[config.mk]
export PLATFORM = sky130hd
export DESIGN_NAME = rx_port_page_select_embed_dtype
export DESIGN_NICKNAME = d
export VERILOG_FILES = /design/src/core/rx_port_page_pkg.sv /design/src/core/rx_port_page_select_embed_dtype.sv
export SDC_FILE = /design/constraint.sdc
export NUM_CORES = 1
export LEC_CHECK = 0
export BUFFER_PORTS_ARGS = -buffer_cell sky130_fd_sc_hd__buf_2
export CAP_MARGIN = 20
export CORE_MARGIN = 2
export CORE_UTILIZATION = 56
export CTS_BUF_LIST = sky130_fd_sc_hd__clkbuf_8
export CTS_CLUSTER_SIZE = 16
export DETAILED_ROUTE_END_ITERATION = 10
export PLACE_DENSITY = 0.87
export SLEW_MARGIN = 20
export SYNTH_ARGS = -nofsm -noshare
export SYNTH_HDL_FRONTEND = slang
export SYNTH_SLANG_ARGS = --single-unit
[constraint.sdc]
create_clock -name core_clk_i -period 2.15 [get_ports core_clk_i]
set_input_delay 0.1075 -clock core_clk_i [delete_from_list [all_inputs] [get_ports core_clk_i]]
set_output_delay 0.1075 -clock core_clk_i [all_outputs]
set_load 0.03 [all_outputs]
[src/core/rx_port_page_pkg.sv]
// constants for the receive-port paging and embedded-type block
package rx_port_page_pkg;
    localparam logic [7:0] ADDR_PORT_CAP = 8'h4a;
    localparam logic [7:0] ADDR_EMBED_TYPE = 8'h4b;
    localparam logic [7:0] ADDR_PAGE_SEL = 8'h4c;
    localparam logic [7:0] ADDR_PAGED_LO = 8'h4d;
    localparam logic [7:0] ADDR_PAGED_HI = 8'h7f;
    localparam logic [7:0] ADDR_PAGED2_LO = 8'hd0;
    localparam logic [7:0] ADDR_PAGED2_HI = 8'hdf;
    localparam int NUM_PORTS = 2;
    localparam int NUM_SRC = 3;
    localparam logic [1:0] SRC_LOCAL = 2'h0;
    localparam logic [1:0] SRC_BC_PORT0 = 2'h1;
    localparam logic [1:0] SRC_BC_PORT1 = 2'h2;
    localparam int SEL_READ_BIT = 4;
    localparam int SEL_PHYS_BIT = 6;
    localparam int EMB_ENABLE_HI = 7;
    localparam int EMB_ENABLE_LO = 6;
    localparam int EMB_VALUE_HI = 5;
    localparam int EMB_VALUE_LO = 0;
    localparam logic [7:0] PORT_CAP_RST = 8'h00;
    localparam logic [7:0] EMBED_TYPE_RST = 8'h12;
    localparam logic [NUM_SRC-1:0] READ_SEL_RST = 3'h4;
    localparam logic [2*NUM_SRC-1:0] WRITE_EN_RST = 6'h24;
    localparam logic [1:0] EMB_COUNT_RST = 2'h0;
endpackage : rx_port_page_pkg

[src/core/rx_port_page_select_embed_dtype.sv]
// receive-port register paging and raw-mode embedded data type relabelling
//
// Operation
// - relabel only when port is in raw mode
// - enable 00 forwards every packet unchanged
// - enable 1..3 relabels first N long packets
// - relabelled packets carry programmed 6-bit type
// - paged addresses route through port select
// - port cap and embed type reads return selected port's block, other paged reads zero
// - read select defaults to source port number
// - writes update every enabled port block
// - write enables default per access source
// - physical port bit shows carrying port
// - each access source keeps its own paging
`timescale 1ns/1ps
module rx_port_page_select_embed_dtype
    import rx_port_page_pkg::*;
(
    input wire logic core_clk_i,
    input wire logic reset_n_i,
    input wire logic acc_valid_i,
    input wire logic acc_write_i,
    input wire logic [7:0] acc_addr_i,
    input wire logic [7:0] acc_wdata_i,
    input wire logic [1:0] acc_source_i,
    output logic [7:0] rd_data_o,
    output logic rd_valid_o,
    input wire logic [1:0] port_raw_mode_i,
    input wire logic [1:0] pkt_frame_start_i,
    input wire logic [1:0] pkt_valid_i,
    input wire logic [1:0] pkt_long_i,
    input wire logic [11:0] pkt_dtype_i,
    output logic [1:0] pkt_valid_o,
    output logic [1:0] pkt_embedded_o,
    output logic [11:0] pkt_dtype_o
);
    logic [NUM_PORTS-1:0][7:0] cap_r, cap_nxt;
    logic [NUM_PORTS-1:0][7:0] emb_r, emb_nxt;
    logic [NUM_SRC-1:0] rsel_r, rsel_nxt;
    logic [NUM_SRC-1:0][1:0] wen_r, wen_nxt;
    logic [7:0] rd_data_r, rd_data_nxt;
    logic rd_valid_r, rd_valid_nxt;
    logic [NUM_PORTS-1:0][1:0] cnt_r, cnt_nxt;
    logic [1:0] pv_r, pv_nxt;
    logic [1:0] pe_r, pe_nxt;
    logic [NUM_PORTS-1:0][5:0] pd_r, pd_nxt;
    logic [1:0] src;
    logic rport;
    logic [7:0] emb_sel;

    function automatic logic is_paged(input logic [7:0] a);
        is_paged = (a == ADDR_PORT_CAP) || (a == ADDR_EMBED_TYPE)
            || ((a >= ADDR_PAGED_LO) && (a <= ADDR_PAGED_HI))
            || ((a >= ADDR_PAGED2_LO) && (a <= ADDR_PAGED2_HI));
    endfunction : is_paged

    // unknown source codes fall back to the local interface
    assign src = (acc_source_i > SRC_BC_PORT1) ? SRC_LOCAL : acc_source_i;
    assign rport = rsel_r[src];
    assign emb_sel = emb_r[rport];

    // register file next state
    always_comb
    begin
        cap_nxt = cap_r;
        emb_nxt = emb_r;
        rsel_nxt = rsel_r;
        wen_nxt = wen_r;
        rd_data_nxt = rd_data_r;
        rd_valid_nxt = 1'b0;
        if (acc_valid_i && acc_write_i)
        begin
            if (acc_addr_i == ADDR_PAGE_SEL)
            begin
                rsel_nxt[src] = acc_wdata_i[SEL_READ_BIT];
                wen_nxt[src] = acc_wdata_i[1:0];
            end
            else if (is_paged(acc_addr_i))
            begin
                for (int p = 0; p < NUM_PORTS; p++)
                begin
                    if (wen_r[src][p])
                    begin
                        if (acc_addr_i == ADDR_PORT_CAP)
                            cap_nxt[p] = acc_wdata_i;
                        if (acc_addr_i == ADDR_EMBED_TYPE)
                            emb_nxt[p] = acc_wdata_i;
                    end
                end
            end
        end
        else if (acc_valid_i)
        begin
            rd_valid_nxt = 1'b1;
            rd_data_nxt = 8'h00;
            if (acc_addr_i == ADDR_PAGE_SEL)
            begin
                rd_data_nxt[SEL_PHYS_BIT] = (src == SRC_BC_PORT1);
                rd_data_nxt[SEL_READ_BIT] = rsel_r[src];
                rd_data_nxt[1:0] = wen_r[src];
            end
            else if (acc_addr_i == ADDR_PORT_CAP)
                rd_data_nxt = cap_r[rport];
            else if (acc_addr_i == ADDR_EMBED_TYPE)
                rd_data_nxt = emb_sel;
        end
    end

    always_ff @(posedge core_clk_i)
    begin
        if (!reset_n_i)
        begin
            cap_r <= {NUM_PORTS{PORT_CAP_RST}};
            emb_r <= {NUM_PORTS{EMBED_TYPE_RST}};
            rsel_r <= READ_SEL_RST;
            wen_r <= WRITE_EN_RST;
            rd_data_r <= 8'h00;
            rd_valid_r <= 1'b0;
        end
        else
        begin
            cap_r <= cap_nxt;
            emb_r <= emb_nxt;
            rsel_r <= rsel_nxt;
            wen_r <= wen_nxt;
            rd_data_r <= rd_data_nxt;
            rd_valid_r <= rd_valid_nxt;
        end
    end

    // packet relabelling next state
    always_comb
    begin
        cnt_nxt = cnt_r;
        pv_nxt = pkt_valid_i;
        pe_nxt = 2'h0;
        for (int p = 0; p < NUM_PORTS; p++)
        begin
            pd_nxt[p] = pkt_dtype_i[6*p +: 6];
            if (pkt_frame_start_i[p])
                cnt_nxt[p] = EMB_COUNT_RST;
            else if (pkt_valid_i[p] && pkt_long_i[p] && port_raw_mode_i[p])
            begin
                if (cnt_r[p] < emb_r[p][EMB_ENABLE_HI:EMB_ENABLE_LO])
                begin
                    pd_nxt[p] = emb_r[p][EMB_VALUE_HI:EMB_VALUE_LO];
                    pe_nxt[p] = 1'b1;
                    cnt_nxt[p] = cnt_r[p] + 2'h1;
                end
            end
        end
    end

    always_ff @(posedge core_clk_i)
    begin
        if (!reset_n_i)
        begin
            cnt_r <= {NUM_PORTS{EMB_COUNT_RST}};
            pv_r <= 2'h0;
            pe_r <= 2'h0;
            pd_r <= '0;
        end
        else
        begin
            cnt_r <= cnt_nxt;
            pv_r <= pv_nxt;
            pe_r <= pe_nxt;
            pd_r <= pd_nxt;
        end
    end

    assign rd_data_o = rd_data_r;
    assign rd_valid_o = rd_valid_r;
    assign pkt_valid_o = pv_r;
    assign pkt_embedded_o = pe_r;
    assign pkt_dtype_o = {pd_r[1], pd_r[0]};

    property p_read_page;
        @(posedge core_clk_i) disable iff (!reset_n_i)
        (acc_valid_i && !acc_write_i && acc_addr_i == ADDR_EMBED_TYPE)
            |=> (rd_valid_o && rd_data_o == $past(emb_sel));
    endproperty
    a_read_page: assert property (p_read_page) else $error("paged read wrong port");

    property p_read_cap;
        @(posedge core_clk_i) disable iff (!reset_n_i)
        (acc_valid_i && !acc_write_i && acc_addr_i == ADDR_PORT_CAP)
            |=> (rd_valid_o && rd_data_o == $past(cap_r[rport]));
    endproperty
    a_read_cap: assert property (p_read_cap) else $error("paged read not routed");

    property p_read_direct;
        @(posedge core_clk_i) disable iff (!reset_n_i)
        (acc_valid_i && !acc_write_i && !is_paged(acc_addr_i) && acc_addr_i != ADDR_PAGE_SEL)
            |=> (rd_valid_o && rd_data_o == 8'h00);
    endproperty
    a_read_direct: assert property (p_read_direct) else $error("direct read not zero");

    property p_write_on;
        @(posedge core_clk_i) disable iff (!reset_n_i)
        (acc_valid_i && acc_write_i && acc_addr_i == ADDR_EMBED_TYPE && wen_r[src][0])
            |=> emb_r[0] == $past(acc_wdata_i);
    endproperty
    a_write_on: assert property (p_write_on) else $error("enabled port not written");

    property p_write_off;
        @(posedge core_clk_i) disable iff (!reset_n_i)
        (acc_valid_i && acc_write_i && !wen_r[src][1]) |=> $stable(emb_r[1]);
    endproperty
    a_write_off: assert property (p_write_off) else $error("disabled port written");

    property p_phys_bit;
        @(posedge core_clk_i) disable iff (!reset_n_i)
        (acc_valid_i && !acc_write_i && acc_addr_i == ADDR_PAGE_SEL)
            |=> rd_data_o[SEL_PHYS_BIT] == ($past(acc_source_i) == SRC_BC_PORT1);
    endproperty
    a_phys_bit: assert property (p_phys_bit) else $error("physical port bit wrong");

    property p_sel_reserved;
        @(posedge core_clk_i) disable iff (!reset_n_i)
        (acc_valid_i && !acc_write_i && acc_addr_i == ADDR_PAGE_SEL)
            |=> (rd_data_o[7] == 1'b0 && rd_data_o[5] == 1'b0 && rd_data_o[3:2] == 2'h0);
    endproperty
    a_sel_reserved: assert property (p_sel_reserved) else $error("reserved bits set");

    property p_own_copy;
        @(posedge core_clk_i) disable iff (!reset_n_i)
        (acc_valid_i && acc_write_i && acc_source_i == SRC_LOCAL)
            |=> ($stable(rsel_r[2:1]) && $stable(wen_r[2]) && $stable(wen_r[1]));
    endproperty
    a_own_copy: assert property (p_own_copy) else $error("other source paging changed");

    property p_not_raw;
        @(posedge core_clk_i) disable iff (!reset_n_i)
        (pkt_valid_i[0] && !port_raw_mode_i[0])
            |=> (!pkt_embedded_o[0] && pkt_dtype_o[5:0] == $past(pkt_dtype_i[5:0]));
    endproperty
    a_not_raw: assert property (p_not_raw) else $error("relabel outside raw mode");

    property p_disabled;
        @(posedge core_clk_i) disable iff (!reset_n_i)
        (pkt_valid_i[1] && emb_r[1][EMB_ENABLE_HI:EMB_ENABLE_LO] == 2'h0)
            |=> (!pkt_embedded_o[1] && pkt_dtype_o[11:6] == $past(pkt_dtype_i[11:6]));
    endproperty
    a_disabled: assert property (p_disabled) else $error("relabel while disabled");

    property p_relabel;
        @(posedge core_clk_i) disable iff (!reset_n_i)
        (pkt_valid_i[0] && pkt_long_i[0] && port_raw_mode_i[0] && !pkt_frame_start_i[0]
            && cnt_r[0] < emb_r[0][EMB_ENABLE_HI:EMB_ENABLE_LO])
            |=> (pkt_embedded_o[0] && pkt_dtype_o[5:0] == $past(emb_r[0][5:0])
                && cnt_r[0] == $past(cnt_r[0]) + 2'h1);
    endproperty
    a_relabel: assert property (p_relabel) else $error("first packets not relabelled");
endmodule : rx_port_page_select_embed_dtype

==> results of run 1 <==
[power by group]
group	switching, mW	leakage, nW	total, mW	internal (mW)
registers	0.00354	0.568	1.31	1.31
clock network	0.491	0.111	1.20	0.706
logic	0.124	0.910	0.213	0.0890
[final cells by class]
type	instances	area (sq um)	area share
multi-input cells	213	1710	0.444
flip-flops and latches	70	1400	0.364
repair buffers	75	403	0.105
clock buffers	11	151	0.0394
well taps	72	90.1	0.0234
clock inverters	3	68.8	0.0179
inverters	6	22.5	0.00586
[layout by cell type (no fill, tap or decap), types with 2 or more instances in the layout]
master / instances
nand2b_1: 5
nand4b_1: 2
a21o_1: 2
a211o_1: 2
inv_1: 6
nor2_1: 6
clkbuf_8: 11
buf_4: 7
nor3b_2: 2
o2bb2ai_2: 2
a21oi_1: 3
and4_1: 3
bufinv_16: 2
o21ai_0: 8
dlygate4sd3_1: 2
ha_1: 6
and2_1: 6
buf_2: 66
nand3_1: 3
mux2i_1: 70
nand4_1: 2
nor3b_1: 3
o22ai_1: 2
dfxtp_1: 70
nor2b_1: 49
xor2_1: 2
nand2_1: 17
a2bb2oi_1: 3
[kinds of logic after synthesis]
kind of cell | synth area share
fa+ha+maj | 0.0233
buf+inv | 0.0366
simple gates | 0.208
xor+xnor | 0.00545
compound gates | 0.0661
flops | 0.436
mux | 0.225
[per-layer routing]
layer	vias up	wire (um)
li1	1203	-
met5	-	0
met3	15	462
met2	78	3350
met1	1132	2990
met4	0	150
[worst max path at each step]
stage / startpoint / end / slack [ns] / cells past startpoint
final: emb_r[7] / pkt_dtype_o[2] / 0.40 / 7
after floorplan: emb_r[15] / pkt_dtype_o[10] / 0.52 / 7
after global routing: emb_r[7] / pkt_dtype_o[0] / 0.19 / 7
after global placement: acc_source_i[0] / rd_data_o[1] / 0.28 / 9
after detailed placement: acc_source_i[0] / rd_data_o[5] / 0.19 / 9
after CTS: emb_r[7] / pkt_dtype_o[5] / 0.38 / 7
[metrics by stage]
step,std cells,hold slack (ns),worst slack [ns],util,power [mW]
6_report,450,0.00815,0.395,0.694,2.73
5_1_grt,450,0.0163,0.189,0.694,2.80
4_1_cts,450,0.00477,0.375,0.694,2.73
3_5_place_dp,434,0.333,0.195,0.651,1.55
3_3_place_gp,434,0.330,0.276,0.651,1.55
2_1_floorplan,307,0.229,0.518,-,1.47
[worst max-delay path, stage by stage, from the launching register on]
cell and delay, ns:
dfxtp_1 0.37, inv_1 0.06, ha_1 0.19, nand4b_1 0.24, nor3b_1 0.27, buf_4 0.25
mux2i_1 0.21, nor2b_1 0.07
[sequential cells by signal (all words and copies together) (netlist names), 3 cells and up]
| signal | flops |
|---|---|
| cnt_r | 4 |
| rsel_r | 3 |
| pkt_dtype_o | 12 |
| rd_data_o | 8 |
| cap_r | 16 |
| wen_r | 6 |
| emb_r | 16 |
==> results.py, run 1 <==
metrics = {
    "outcome": {
        "status": "finished, final reports clean",
    },
    "clocking": {
        "cts_tree": "done",
        "clock_sinks": 70,
        "clk_latency_ns": 0.35,
        "clockBufferDepth": 2,
        "cts_hold_buf": 2,
        "cts_buffers": 9,
        "cts.htree.levels": 3,
        "cts.reportedPaths.clkPinSlew_ns": 0.08,
        "cts-root-buf": "clkbuf_8",
        "post_cts_buffers": 0,
        "cts_resized": 0,
    },
    "final_layout": {
        "antenna_cells": 0,
        "syn_to_final_growth_pct": 19.5,
        "nFillCells": 422,
        "stdcell_area_sq_mm": 0.00384,
        "drive_gt1_frac": 0.259,
        "final_nets": 423,
    },
    "global_routing": {
        "use_met3": 0.0769,
        "grt_use_met2": 0.400,
        "grt_pass1_wl_um": 11300,
        "grt_use_met1": 0.276,
        "overflow": 0,
        "grt_pass1_vias": 2410,
        "top_usage_layer": "met2",
        "grt_max_degree": 57,
        "antenna_found_initial": 0,
        "track_usage": 0.237,
    },
    "setup_path": {
        "cp_max_fo": 7,
        "r2r_setup_slack_ns": 0.40,
        "crit_arrival_ns": 2.00,
        "r2r-start": "emb_r[7]",
        "crit_required_ns": 2.39,
        "startpoint_type": "flop",
        "r2r-end": "pkt_dtype_o[2]",
        "end_kind": "flop",
        "reg2reg_depth": 7,
        "path_class": "flop to flop",
    },
    "sta": {
        "finalSetupViolCount": 0,
        "finalHoldViolations": 0,
        "max-slew-margin-rel": 0.692,
        "fmaxAchievable_mhz": 570,
        "period_share": 0.816,
        "drv_slew": 0,
        "fin_skew_ns": 0.0114,
        "worst_pin_slew_ns": 0.462,
        "rsz0062_at_grt": "false",
        "post-route-min-period_ns": 1.75,
        "tns_ns": 0,
    },
    "drt": {
        "dr.pass1.iters": 4,
        "num_vias": 2428,
        "drc_errors": 0,
        "drt_iter0_drc": 136,
        "wl_per_cell_um": 15.4,
        "ant_nets": 0,
        "routed_wl_um": 6950,
        "via_per_inst": 5.40,
    },
    "placed_design": {
        "placement.cell_area_sq_mm": 0.00360,
        "dp_hpwl_um": 4830,
        "place.gp.congestion": 0.875,
        "port_buffers": 66,
    },
    "die": {
        "fp.dieH_um": 79.8,
        "core_area_sq_mm": 0.00554,
        "initial_core_util": 0.581,
        "die_x_um": 79.8,
        "die-area_sq_mm": 0.00637,
        "std_cell_rows": 27,
        "ios": 67,
    },
    "synthesis": {
        "yosysTopAreaCell": "dfxtp_1",
        "ys_top_cells_by_count": "dfxtp_1 (70), mux2i_1 (70), nor2b_1 (49), nand2_1 (17), clkbuf_1 (11)",
        "synth_top_area_frac": 0.436,
        "synth.distinct_cells": 41,
        "synth_seq_cells": 70,
        "postSynthAreaPerCell_sq_um": 10.5,
        "ys.flop_type": "dfxtp_1",
        "async_flop_share": 0,
        "synth_area_sq_mm": 0.00322,
        "ys_seq_area_frac": 0.436,
        "synthCells": 307,
        "synth_edf_count": 0,
        "ys_top_cells_by_area": "dfxtp_1 (44%), mux2i_1 (22%), nor2b_1 (9.5%), ha_1 (2.3%), nand2_1 (2.0%)",
        "yosysWarnings": 0,
        "syn-num-nets": 355,
    },
    "min_path": {
        "hp-start": "pkt_dtype_i[9]",
        "whs_endpoint": "pkt_dtype_o[9]",
        "hold_class": "primary input to flop",
        "hold_depth": 3,
    },
    "pwr": {
        "p_leak_nw": 1.59,
        "cellPowerDensity_mw_per_mm2": 709,
        "vdd_drop_max_uv": 504,
    },
    "run": {
        "cap_violations": 0,
    },
}
No activity file was read; power rests on OpenSTA's default activity.
==> run 2, diff against run 1 <==
clock period = 1.75 ns   (was 2.15 ns; I/O delays follow)
==> run 2 against run 1 <==
  * Clock-buffer cell count is 1 lower
  * Die area stayed put
  * Design area is 5.4% higher
  * Clock power is 22% higher
  * Fmax is 9.1% higher
  * First-iteration DRC count is 5.1% higher
  * Setup slack worse by 0.25 ns
  * Sequential power is 24% higher
  * Non-clock buffer count is 19 higher
  * Combinational power is 38% higher
  * Hold slack worse by 0.0046 ns
==> results.py, run 2 (synthesis gave the netlist of run 1 again) <==
metrics = {
    "outcome": {
        "status": "finished, final reports clean",
    },
    "clocking": {
        "cts_buffers": 9,
        "clk_latency_ns": 0.35,
        "clock_sinks": 70,
        "cts.reportedPaths.clkPinSlew_ns": 0.07,
        "clockBufferDepth": 2,
        "cts_tree": "done",
        "cts-root-buf": "clkbuf_8",
        "cts.htree.levels": 3,
    },
    "drt": {
        "dr.pass1.iters": 4,
        "drt_iter0_drc": 143,
        "num_vias": 2507,
        "via_per_inst": 5.32,
        "ant_nets": 0,
        "routed_wl_um": 7350,
        "drc_errors": 0,
        "wl_per_cell_um": 15.6,
    },
    "die": {
        "std_cell_rows": 27,
        "die_x_um": 79.8,
        "core_area_sq_mm": 0.00554,
        "ios": 67,
        "initial_core_util": 0.581,
        "fp.dieH_um": 79.8,
        "die-area_sq_mm": 0.00637,
    },
    "global_routing": {
        "grt_pass1_wl_um": 11800,
        "use_met3": 0.0509,
        "antenna_found_initial": 0,
        "grt_use_met1": 0.291,
        "track_usage": 0.245,
        "grt_max_degree": 43,
        "grt_pass1_vias": 2456,
        "grt_use_met2": 0.424,
        "overflow": 0,
        "top_usage_layer": "met2",
    },
    "final_layout": {
        "final_nets": 442,
        "final_common_cell": "mux2i_1",
        "stdcell_area_sq_mm": 0.00405,
        "drive_gt1_frac": 0.276,
        "fin_util": 0.731,
        "layout_common_cells": "mux2i_1 (70), dfxtp_1 (69), buf_2 (66)",
        "antenna_cells": 0,
        "syn_to_final_growth_pct": 25.9,
    },
    "sta": {
        "tns_ns": 0,
        "max-slew-margin-rel": 0.770,
        "fmaxAchievable_mhz": 622,
        "finalHoldViolations": 0,
        "finalSetupViolCount": 0,
        "hold_slack_ns": 0.00351,
        "worst_pin_slew_ns": 0.345,
        "drv_slew": 0,
        "worst_slack_ns": 0.142,
        "period_share": 0.919,
        "post-route-min-period_ns": 1.61,
        "fin_skew_ns": 0.00946,
    },
    "pwr": {
        "cellPowerDensity_mw_per_mm2": 831,
        "vdd_drop_max_uv": 473,
        "p_leak_nw": 1.69,
    },
    "setup_path": {
        "crit_required_ns": 2.00,
        "end_kind": "flop",
        "startpoint_type": "flop",
        "path_class": "flop to flop",
        "crit_arrival_ns": 1.86,
        "cp_max_fo": 7,
        "reg2reg_depth": 7,
    },
    "placed_design": {
        "dp_hpwl_um": 4980,
        "place.gp.congestion": 0.905,
        "port_buffers": 66,
        "placement.cell_area_sq_mm": 0.00368,
        "pre_cts_ws_ns": -0.0270,
    },
    "min_path": {
        "hold_depth": 3,
        "hold_class": "primary input to flop",
    },
    "run": {
        "cap_violations": 0,
    },
}
run 2: layout make-up:
class,count,area [sq um]
Multi-Input combinational cell,213,1710
Clock inverter,6,86.3
Sequential cell,70,1400
Timing Repair Buffer,94,599
Clock buffer,10,138
Inverter,6,22.5
Tap cell,72,90.1
Fill cell,404,1490
run 2: path summary, 6_finish.rpt:
check | startpoint | endpoint | slack, ns
worst max register to register | emb_r[15] | pkt_dtype_o[8] | 0.14
worst min-delay path | pkt_dtype_i[6] | pkt_dtype_o[6] | 0.004
worst max-delay path | emb_r[15] | pkt_dtype_o[8] | 0.14
worst min register to register | rd_data_o[4] | rd_data_o[4] | 0.44
run 2: report_power, final:
part	leakage (nW)	internal (mW)	switching, mW	total [mW]
Sequential	0.569	1.61	0.00439	1.62
Combinational	1.01	0.134	0.160	0.294
Clock	0.118	0.839	0.619	1.46
Total	1.69	2.58	0.783	3.37
run 2: metrics by stage:
step	total power [mW]	instances
5_1_grt	3.47	471
2_1_floorplan	1.80	307
6_report	3.37	471
3_5_place_dp	1.92	441
4_1_cts	3.38	469
3_3_place_gp	1.91	441
run 2: what timing repair did:
action | 4_1_cts | 5_1_grt
hold endpoints to repair | 12 | 0
resized for setup | 0 | 3
setup buffers | 0 | 2
hold buffers | 12 | 0
setup endpoints to repair | 0 | 9
run 2: metal layers:
metal	wire length (um)	vias to the layer above
met5	0	-
met4	155	0
met3	320	13
met2	3600	57
met1	3280	1204
li1	-	1233
run 2: worst max-delay path: stages, from the launching register on:
cell,delay [ns]
dfxtp_1,0.37
inv_1,0.06
ha_1,0.19
nand4b_1,0.23
nor3b_2,0.23
buf_6,0.18
mux2i_1,0.19
nor2b_1,0.06
